===== src/dui_pkg.sv =====
// Package of the channel A interrupt logic: register indices, field positions,
// reset values, commands, the servicing-mode enum and the state carriers.
// Assumes a 32-bit APB with word-aligned registers; byte address = index * 4.
package dui_pkg;

  // Register indices; the bus address is the index shifted left by two
  localparam int unsigned       IDX_W        = 4;
  localparam int unsigned       ADDR_W       = IDX_W + 2;
  localparam logic [IDX_W-1:0]  IDX_MODE1_A  = 4'h0;
  localparam logic [IDX_W-1:0]  IDX_STAT_A   = 4'h1;
  localparam logic [IDX_W-1:0]  IDX_MASKED_IRQ_STATUS     = 4'h2;
  localparam logic [IDX_W-1:0]  IDX_DATA_A   = 4'h3;
  localparam logic [IDX_W-1:0]  IDX_ISR_IMR  = 4'h5;
  localparam logic [IDX_W-1:0]  IDX_VECTOR   = 4'hc;
  localparam logic [IDX_W-1:0]  IDX_CMD      = 4'hd;

  // Field positions
  localparam int unsigned MR1_RX_SEL_BIT  = 6;
  localparam int unsigned ISR_TX_READY    = 0;
  localparam int unsigned ISR_RX_FLAG     = 1;
  localparam int unsigned ISR_OTHER_LO    = 2;
  localparam int unsigned STAT_RX_READY   = 0;
  localparam int unsigned STAT_RX_FULL    = 1;
  localparam int unsigned STAT_TX_READY   = 2;
  localparam int unsigned STAT_TX_EMPTY   = 3;
  localparam int unsigned STAT_OVERRUN    = 4;

  // Reset values
  localparam logic [7:0] MASK_RST   = 8'h00;
  localparam logic [7:0] VECTOR_RST = 8'h0f;

  // Command codes, written to the low nibble of the command register
  localparam logic [3:0] CMD_TX_ENABLE  = 4'h1;
  localparam logic [3:0] CMD_TX_DISABLE = 4'h2;
  localparam logic [3:0] CMD_SET_VECTOR = 4'h3;
  localparam logic [3:0] CMD_CLR_OVERRUN = 4'h4;

  localparam int unsigned RX_DEPTH_DEF = 3;
  localparam int unsigned CNT_W        = 3;
  localparam int unsigned PTR_W        = 2;

  typedef enum logic [1:0] {
    DUI_MODE_NOVEC = 2'b01,
    DUI_MODE_VEC   = 2'b10
  } dui_mode_t;

  // One character from the receive shift register or to the transmit shift register
  typedef struct packed {
    logic       valid;
    logic [7:0] data;
  } dui_char_t;

  typedef struct packed {
    logic [7:0]       mask;
    logic [7:0]       vector;
    dui_mode_t        mode;
    logic             rx_sel_full;
    logic             tx_en;
    logic             thr_full;
    logic [7:0]       thr_data;
    logic             tx_flag;
    logic             rx_flag;
    logic [CNT_W-1:0] cnt;
    logic [PTR_W-1:0] rd_ptr;
    logic [PTR_W-1:0] wr_ptr;
    logic             rsr_wait;
    logic [7:0]       rsr_data;
    logic             overrun;
    logic             tx_load;
    logic [7:0]       tx_data;
    logic             irq_n;
    logic [31:0]      prdata;
  } dui_state_t;

endpackage


===== src/dui_irq_logic.sv =====
// Channel A interrupt logic of a dual asynchronous serial controller: status,
// write-only mask, masked status, vector register, servicing modes and the
// channel A receive FIFO and transmit holding register that feed the status.
// Assumes a 32-bit APB master on pclk and a serializer/deserializer outside.
//
// Our own choices: the register addresses and the APB register port.
`timescale 1ns/1ps
`default_nettype none

module dui_irq_logic #(
  parameter int unsigned RX_DEPTH = dui_pkg::RX_DEPTH_DEF
) (
  input  wire logic                       pclk,
  input  wire logic                       presetn,
  input  wire logic                       psel,
  input  wire logic                       penable,
  input  wire logic                       pwrite,
  input  wire logic [dui_pkg::ADDR_W-1:0] paddr,
  input  wire logic [31:0]                pwdata,
  input  wire logic [3:0]                 pstrb,
  output logic                            pready,
  output logic [31:0]                     prdata,
  output logic                            pslverr,
  input  wire dui_pkg::dui_char_t         rx_shift_reg,
  input  wire logic                       tx_shift_empty,
  output dui_pkg::dui_char_t              tx_shift_reg,
  input  wire logic [5:0]                 other_status,
  output logic                            irq_out_n,
  input  wire logic                       irq_ack,
  input  wire logic                       prio_in,
  output logic                            prio_out,
  output logic [7:0]                      vec_data,
  output logic                            vec_oe
);

  // Pointers are two bits and the count three, which bounds the depth;
  // the check runs at elaboration so a bad depth never reaches simulation
  if (RX_DEPTH < 2) begin : g_depth_lo
    $error("RX_DEPTH must be at least 2");
  end
  if (RX_DEPTH > 4) begin : g_depth_hi
    $error("RX_DEPTH must not exceed 4");
  end

  localparam logic [dui_pkg::CNT_W-1:0] DEPTH_C = dui_pkg::CNT_W'(RX_DEPTH);
  localparam logic [dui_pkg::PTR_W-1:0] LAST_C  = dui_pkg::PTR_W'(RX_DEPTH - 1);

  dui_pkg::dui_state_t s_r;
  dui_pkg::dui_state_t s_nxt;
  logic [7:0]          fifo_mem [RX_DEPTH];

  logic [dui_pkg::IDX_W-1:0] idx;
  logic                      mapped;
  logic                      acc_wr;
  logic                      acc_rd;
  logic                      pop;
  logic                      push;
  logic                      take;
  logic [7:0]                irq_status;
  logic [7:0]                masked_irq_status;
  logic [7:0]                stat_a;
  logic [dui_pkg::CNT_W-1:0] cnt_after;

  logic                      sel_mode1;
  logic                      sel_stat;
  logic                      sel_masked_irq_status;
  logic                      sel_data;
  logic                      sel_isr_imr;
  logic                      sel_vector;
  logic                      sel_cmd;
  logic                      rd_setup;
  logic [31:0]               rd_word;
  logic                      rx_set;
  logic                      rx_clr;
  logic [dui_pkg::PTR_W-1:0] wr_ptr_inc;
  logic [dui_pkg::PTR_W-1:0] rd_ptr_inc;

  assign idx = paddr[dui_pkg::ADDR_W-1:2];

  // One select per register keeps the error decode and the read mux in step
  assign sel_mode1   = (idx == dui_pkg::IDX_MODE1_A);
  assign sel_stat    = (idx == dui_pkg::IDX_STAT_A);
  assign sel_masked_irq_status    = (idx == dui_pkg::IDX_MASKED_IRQ_STATUS);
  assign sel_data    = (idx == dui_pkg::IDX_DATA_A);
  assign sel_isr_imr = (idx == dui_pkg::IDX_ISR_IMR);
  assign sel_vector  = (idx == dui_pkg::IDX_VECTOR);
  assign sel_cmd     = (idx == dui_pkg::IDX_CMD);
  assign mapped      = sel_mode1 || sel_stat || sel_masked_irq_status || sel_data ||
                       sel_isr_imr || sel_vector || sel_cmd;

  assign acc_wr   = psel && penable && pwrite && mapped && pstrb[0];
  assign acc_rd   = psel && penable && !pwrite && mapped;
  assign rd_setup = psel && !penable && !pwrite;

  // Reading the data register pops the FIFO only when something is there
  assign pop  = acc_rd && (idx == dui_pkg::IDX_DATA_A) && (s_r.cnt != '0);
  // A waiting character loads only once there is room; after a pop it
  // therefore lands one cycle later, which re-raises the full flag
  assign push = s_r.rsr_wait && (s_r.cnt != DEPTH_C);
  // Handoff into the shift register needs an enabled transmitter
  assign take = s_r.tx_en && s_r.thr_full && tx_shift_empty;

  assign cnt_after = s_r.cnt + dui_pkg::CNT_W'(push) - dui_pkg::CNT_W'(pop);

  assign wr_ptr_inc = (s_r.wr_ptr == LAST_C) ? '0 : s_r.wr_ptr + 1'b1;
  assign rd_ptr_inc = (s_r.rd_ptr == LAST_C) ? '0 : s_r.rd_ptr + 1'b1;

  // A transfer wins over a same-cycle pop, so a fresh arrival is not hidden
  assign rx_set = push &&
                  (!s_r.rx_sel_full || (cnt_after == DEPTH_C));
  assign rx_clr = pop;

  // Status bits follow their causes whatever the mask holds
  always_comb begin
    irq_status = 8'h00;
    irq_status[dui_pkg::ISR_TX_READY]     = s_r.tx_flag;
    irq_status[dui_pkg::ISR_RX_FLAG]      = s_r.rx_flag;
    irq_status[7:dui_pkg::ISR_OTHER_LO]   = other_status;
  end

  assign masked_irq_status = irq_status & s_r.mask;

  always_comb begin
    stat_a = 8'h00;
    stat_a[dui_pkg::STAT_RX_READY] = (s_r.cnt != '0);
    stat_a[dui_pkg::STAT_RX_FULL]  = (s_r.cnt == DEPTH_C);
    stat_a[dui_pkg::STAT_TX_READY] = s_r.tx_flag;
    stat_a[dui_pkg::STAT_TX_EMPTY] = s_r.tx_en && !s_r.thr_full;
    stat_a[dui_pkg::STAT_OVERRUN]  = s_r.overrun;
  end

  // Read word of the addressed register; the mask address reads as status
  always_comb begin
    rd_word = 32'h0000_0000;
    case (idx)
      dui_pkg::IDX_MODE1_A: rd_word[dui_pkg::MR1_RX_SEL_BIT] = s_r.rx_sel_full;
      dui_pkg::IDX_STAT_A:  rd_word[7:0] = stat_a;
      dui_pkg::IDX_MASKED_IRQ_STATUS:    rd_word[7:0] = masked_irq_status;
      dui_pkg::IDX_DATA_A:  rd_word[7:0] = fifo_mem[s_r.rd_ptr];
      dui_pkg::IDX_ISR_IMR: rd_word[7:0] = irq_status;
      dui_pkg::IDX_VECTOR:  rd_word[7:0] = s_r.vector;
      default: begin
      end
    endcase
  end

  always_comb begin
    s_nxt         = s_r;
    s_nxt.tx_load = 1'b0;

    // Read data is captured in the setup cycle so prdata comes from a flop
    // The value may be one cycle stale against the access edge
    if (rd_setup) begin
      s_nxt.prdata = rd_word;
    end

    // Transmit holding register hands off to the shift register
    if (take) begin
      s_nxt.tx_load  = 1'b1;
      s_nxt.tx_data  = s_r.thr_data;
      s_nxt.thr_full = 1'b0;
    end

    if (acc_wr) begin
      case (idx)
        dui_pkg::IDX_MODE1_A: begin
          s_nxt.rx_sel_full = pwdata[dui_pkg::MR1_RX_SEL_BIT];
        end
        dui_pkg::IDX_ISR_IMR: begin
          s_nxt.mask = pwdata[7:0];
        end
        dui_pkg::IDX_VECTOR: begin
          s_nxt.vector = pwdata[7:0];
        end
        dui_pkg::IDX_DATA_A: begin
          // Characters offered to a disabled transmitter are dropped here
          if (s_r.tx_en) begin
            s_nxt.thr_data = pwdata[7:0];
            s_nxt.thr_full = 1'b1;
          end
        end
        dui_pkg::IDX_CMD: begin
          case (pwdata[3:0])
            dui_pkg::CMD_TX_ENABLE: begin
              s_nxt.tx_en = 1'b1;
            end
            dui_pkg::CMD_TX_DISABLE: begin
              s_nxt.tx_en    = 1'b0;
              s_nxt.thr_full = 1'b0;
            end
            dui_pkg::CMD_SET_VECTOR: begin
              s_nxt.mode = dui_pkg::DUI_MODE_VEC;
            end
            dui_pkg::CMD_CLR_OVERRUN: begin
              s_nxt.overrun = 1'b0;
            end
            default: begin
            end
          endcase
        end
        default: begin
        end
      endcase
    end

    // Transmit ready mirrors an enabled, empty holding register
    s_nxt.tx_flag = s_nxt.tx_en && !s_nxt.thr_full;

    // Receive side: one character may wait behind a full FIFO; a second
    // arrival replaces it and is flagged as overrun
    if (rx_shift_reg.valid) begin
      if (s_r.rsr_wait && !push) begin
        s_nxt.overrun = 1'b1;
      end
      s_nxt.rsr_wait = 1'b1;
      s_nxt.rsr_data = rx_shift_reg.data;
    end else if (push) begin
      s_nxt.rsr_wait = 1'b0;
    end
    if (push) begin
      s_nxt.wr_ptr = wr_ptr_inc;
    end
    if (pop) begin
      s_nxt.rd_ptr = rd_ptr_inc;
    end
    s_nxt.cnt = cnt_after;

    // Receive flag: a transfer wins over a same-cycle pop
    if (rx_set) begin
      s_nxt.rx_flag = 1'b1;
    end else if (rx_clr) begin
      s_nxt.rx_flag = 1'b0;
    end else if (!s_r.rx_sel_full) begin
      s_nxt.rx_flag = (s_r.cnt != '0);
    end else begin
      // A partly filled FIFO never raises the full flag
      s_nxt.rx_flag = s_r.rx_flag && (s_r.cnt == DEPTH_C);
    end

    // Request output, low while any enabled cause stands
    s_nxt.irq_n = ~|masked_irq_status;
  end

  always_ff @(posedge pclk or negedge presetn) begin
    if (!presetn) begin
      s_r             <= '0;
      s_r.mask        <= dui_pkg::MASK_RST;
      s_r.vector      <= dui_pkg::VECTOR_RST;
      s_r.mode        <= dui_pkg::DUI_MODE_NOVEC;
      s_r.irq_n       <= 1'b1;
    end else begin
      s_r <= s_nxt;
    end
  end

  // Character storage; written from the waiting character on a push
  always_ff @(posedge pclk) begin
    if (push) begin
      fifo_mem[s_r.wr_ptr] <= s_r.rsr_data;
    end
  end

  // Zero-wait slave: the access phase always completes at once
  assign pready  = penable;
  assign pslverr = psel && penable && !mapped;
  assign prdata  = s_r.prdata;

  assign tx_shift_reg.valid = s_r.tx_load;
  assign tx_shift_reg.data  = s_r.tx_data;
  assign irq_out_n          = s_r.irq_n;
  assign vec_data           = s_r.vector;

  // Only the highest-priority requester in the chain answers the
  // acknowledge; a device without a request passes the grant on
  assign vec_oe   = irq_ack && (s_r.mode == dui_pkg::DUI_MODE_VEC) &&
                    prio_in && !s_r.irq_n;
  assign prio_out = prio_in &&
                    ((s_r.mode != dui_pkg::DUI_MODE_VEC) || s_r.irq_n);

endmodule

`default_nettype wire


===== config.mk =====
export PLATFORM = sky130hd
export DESIGN_NAME = dui_irq_logic
export DESIGN_NICKNAME = d
export VERILOG_FILES = /design/src/dui_pkg.sv /design/src/dui_irq_logic.sv
export SDC_FILE = /design/constraint.sdc
export NUM_CORES = 1
export LEC_CHECK = 0
export BUFFER_PORTS_ARGS = -buffer_cell sky130_fd_sc_hd__buf_2
export CORE_MARGIN = 2
export CORE_UTILIZATION = 45
export CTS_CLUSTER_DIAMETER = 120
export DETAILED_ROUTE_END_ITERATION = 16
export HOLD_SLACK_MARGIN = 0.05
export PLACE_DENSITY = 0.77
export SLEW_MARGIN = 20
export SYNTH_ARGS = -nofsm -noshare
export SYNTH_HDL_FRONTEND = slang
export SYNTH_SLANG_ARGS = --single-unit

===== constraint.sdc =====
create_clock -name pclk -period 5.4 [get_ports pclk]
set_input_delay 0.27 -clock pclk [delete_from_list [all_inputs] [get_ports pclk]]
set_output_delay 0.27 -clock pclk [all_outputs]
set_load 0.05 [all_outputs]

==> results.sh <==
export IMPL_drc=0
export IMPL_final_cell_area_mm2=0.00468
export IMPL_p_leak_nw=2.11
export IMPL_design_portCount=119
export IMPL_antenna_found_initial=0
export IMPL_io_buffers=65
export IMPL_clock_sinks=90
export IMPL_place_inst=502
export IMPL_synthCells=349
export IMPL_setup_worst_path_end_class="flop"
export IMPL_rows=35
export IMPL_routedWlPerCell_um=16.2
export IMPL_cp_slowest_stage_delay_ns=0.77
export IMPL_clk_pin_slew_ns=0.08
export IMPL_irDropWorstVdd_mv=0.157
export IMPL_core_area_mm2=0.00933
export IMPL_cts_resized=0
export IMPL_numCtsBuffers=9
export IMPL_grt_pass1_vias=2692
export IMPL_cap_violations=0
export IMPL_fmax_mhz=342
export IMPL_finalSetupTns_ns=0
export IMPL_post_cts_buffers=0
export IMPL_grt_max_degree=67
export IMPL_post_route_min_period_ns=2.93
export IMPL_cts_path_max_buffers=2
export IMPL_final_cell_count_no_fill=518
export IMPL_cts_root_buf="clkbuf_8"
export IMPL_yosys_warnings=0
export IMPL_largest_reg_flops=38
export IMPL_cp_data_required_time_ns=5.61
export IMPL_die_area_mm2=0.0105
export IMPL_setup_violations=0
export IMPL_crit_path_max_fanout=16
export IMPL_yosysUniqueCellTypes=54
export IMPL_drtPass1Iterations=4
export IMPL_grt_overflow=0
export IMPL_crit_top_cell="xnor2_1"
export IMPL_final_net_count=451
export IMPL_dieHeight_um=102
export IMPL_initial_core_util=0.467
export IMPL_crit_path_top_delay_cell="nor4bb_2"
export IMPL_powerDensity_mw_per_mm2=367
export IMPL_grt_pass1_wl_um=13500
export IMPL_fin_crit_sh=0.542
export IMPL_slew_viol_final=0
export IMPL_slew_headroom=0.356
export IMPL_synth_flop_cell="dfrtp_1"
export IMPL_areaGrowthSynthToFinish_pct=7.59
export IMPL_clock_latency_ns=0.36
export IMPL_skew_ns=0.0116
export IMPL_ys_ff_latch=90
export IMPL_finalWirelength_um=8370
export IMPL_whs_ns=0.0752
export IMPL_hold_viol=0
export IMPL_synth_area_per_cell_um2=12.5
export IMPL_viasPerCell=5.31
export IMPL_synth_enable_flop_cells=24
export IMPL_via_count=2751
export IMPL_cts_htree_levels=3
export IMPL_min_path_type="in -> async"
export IMPL_placed_area_mm2=0.00447
export IMPL_cts_tree="yes"
export IMPL_worst_pin_slew_ns=0.953
export IMPL_cts_hold_buf=0
export IMPL_synth_area_mm2=0.00435
export IMPL_critPathKind="in -> reg"
export IMPL_dp_final_hpwl_um=6160
export IMPL_synth_async_sr_flop_share=0.733
export IMPL_status="finished clean"
export IMPL_crit_arrival_ns=3.14
export IMPL_gp_congestion=0.814
export IMPL_yosysSeqAreaShare=0.547
export IMPL_cp_start_kind="input port"
export IMPL_drt_initial_drc_count=138
export IMPL_insertedDiodeCount=0
export IMPL_grt_usage=0.171
export IMPL_antenna_left=0
export IMPL_drive_gt1_frac=0.380
export IMPL_rsz0062_at_grt="false"
export IMPL_power_mw=1.72
export IMPL_die_x_um=102
export IMPL_path_cells="buf_2, and4bb_2, nor4bb_2, xnor2_1, ha_1, fa_1, xnor2_1, xnor2_1, o21a_1, o22ai_1"
[worst paths after layout]
kind / startpoint / endpoint / slack [ns] / depth (start not counted)
min in group pclk: rx_shift_reg[3] / s_r[46] / 0.13 / 2
worst max-delay path: paddr[5] / irq_status[1] / 2.47 / 10
worst max register to register: s_r[56] / irq_status[1] / 2.61 / 9
worst min register to register: s_r[72] / s_r[72] / 0.46 / 2
max in group asynchronous: presetn / s_r[82] / 4.78 / 2
worst min-delay path: presetn / tx_shift_reg[1] / 0.08 / 2
[worst max-delay path: cells and delay by family]
kind / cells / cell delay [ns]
compound gates: 2 / 0.23
xor+xnor: 3 / 0.54
simple gates: 2 / 1.30
buf+inv: 1 / 0.19
fa+ha+maj: 2 / 0.61
[Yosys cell counts, types with 2 or more instances]
| cell type | n | area, um^2 |
|---|---|---|
| mux2_2 | 41 | 462 |
| a31oi_1 | 9 | 56.3 |
| nor3b_1 | 6 | 45.0 |
| nand2_1 | 15 | 56.3 |
| a21o_1 | 3 | 22.5 |
| xnor2_1 | 3 | 26.3 |
| nor2_1 | 15 | 56.3 |
| edfxtp_1 | 24 | 721 |
| nand3b_1 | 2 | 15.0 |
| nor4b_1 | 2 | 17.5 |
| nand3_1 | 5 | 25.0 |
| and2_1 | 2 | 12.5 |
| a211oi_1 | 2 | 15.0 |
| o21ai_0 | 6 | 30.0 |
| a22oi_1 | 3 | 22.5 |
| inv_1 | 4 | 15.0 |
| a21oi_1 | 11 | 55.1 |
| and3_1 | 4 | 25.0 |
| or3b_2 | 8 | 70.1 |
| dfstp_2 | 6 | 158 |
| a221oi_1 | 6 | 52.6 |
| dfrtp_1 | 60 | 1500 |
| mux2i_1 | 8 | 80.1 |
| buf_2 | 5 | 25.0 |
| clkbuf_1 | 6 | 22.5 |
| buf_4 | 51 | 383 |
| nor2b_1 | 4 | 25.0 |
| buf_6 | 5 | 56.3 |
| and3b_1 | 2 | 17.5 |
| nand2b_1 | 2 | 12.5 |
| o211ai_1 | 6 | 45.0 |
[layer usage]
| metal | vias to the layer above | part of all wire | track usage |
|---|---|---|---|
| met2 | 88 | 0.49 | 0.270 |
| met1 | 1388 | 0.44 | 0.231 |
| li1 | 1263 | - | - |
| met5 | - | 0 | 0 |
| met3 | 12 | 0.053 | 0.0390 |
| met4 | 0 | 0.019 | 0.0708 |
[stage by stage]
step,util,setup WS (ns)
2_1_floorplan,-,2.92
3_3_place_gp,0.478,1.93
3_5_place_dp,0.479,1.79
4_1_cts,0.501,2.18
5_1_grt,0.502,2.33
6_report,0.502,2.47
[cells in the final DEF (no fill, tap or decap), types with 2 or more instances in the layout]
master    Yosys  layout
edfxtp_1     24      24
clkbuf_1      6       2
dfrtp_1      60      60
xnor2_1       3       3
buf_4        51       3
mux2i_1       8       8
nor2b_1       4       4
a211oi_1      2       2
nor4b_1       2       2
nor2_1       15      15
buf_2         5      65
a31oi_1       9       9
nand2b_1      2       2
a22oi_1       3       3
clkinv_2      0       2
dfstp_2       6       6
o21ai_0       6       6
nor3b_2       1       2
or3b_2        8       8
a21o_1        3       3
a21oi_1      11      11
conb_1        1      24
o211ai_1      6       6
mux2_2       41      41
nand2_1      15      15
and3_1        4       4
and2_1        2       2
inv_1         4       4
and3b_1       2       2
a221oi_1      6       6
nor3b_1       6       5
nand3_1       5       5
nand3b_1      2       2
clkbuf_8      0       9
[layout make-up]
cell class | instances | area [um^2]
fill | 825 | 4640
sequential | 90 | 2380
multi-input combinational | 211 | 1570
timing repair buffer | 68 | 348
tap | 129 | 161
clock buffer | 12 | 156
clock inverter | 4 | 48.8
inverter | 4 | 15.0
[report_power, final]
part	switching (mW)	internal [mW]	leakage, nW
clock	0.229	0.243	0.106
combinational	0.250	0.122	0.944
sequential	0.0633	0.811	1.06
total	0.543	1.18	2.11
[cells by family (layout without fill, tap and decap cells)]
logic type,after synthesis,after routing,synth area share
adder cells (fa/ha/maj),2,2,0.00747
XOR/XNOR,3,3,0.00604
AND/OR/NAND/NOR,77,77,0.109
flip-flops,90,90,0.547
buffers and inverters,71,88,0.115
multiplexers,49,49,0.124
AO/OA/AOI/OAI,56,56,0.0905
other,1,24,0.000861
No activity file was read; power rests on OpenSTA's default activity.
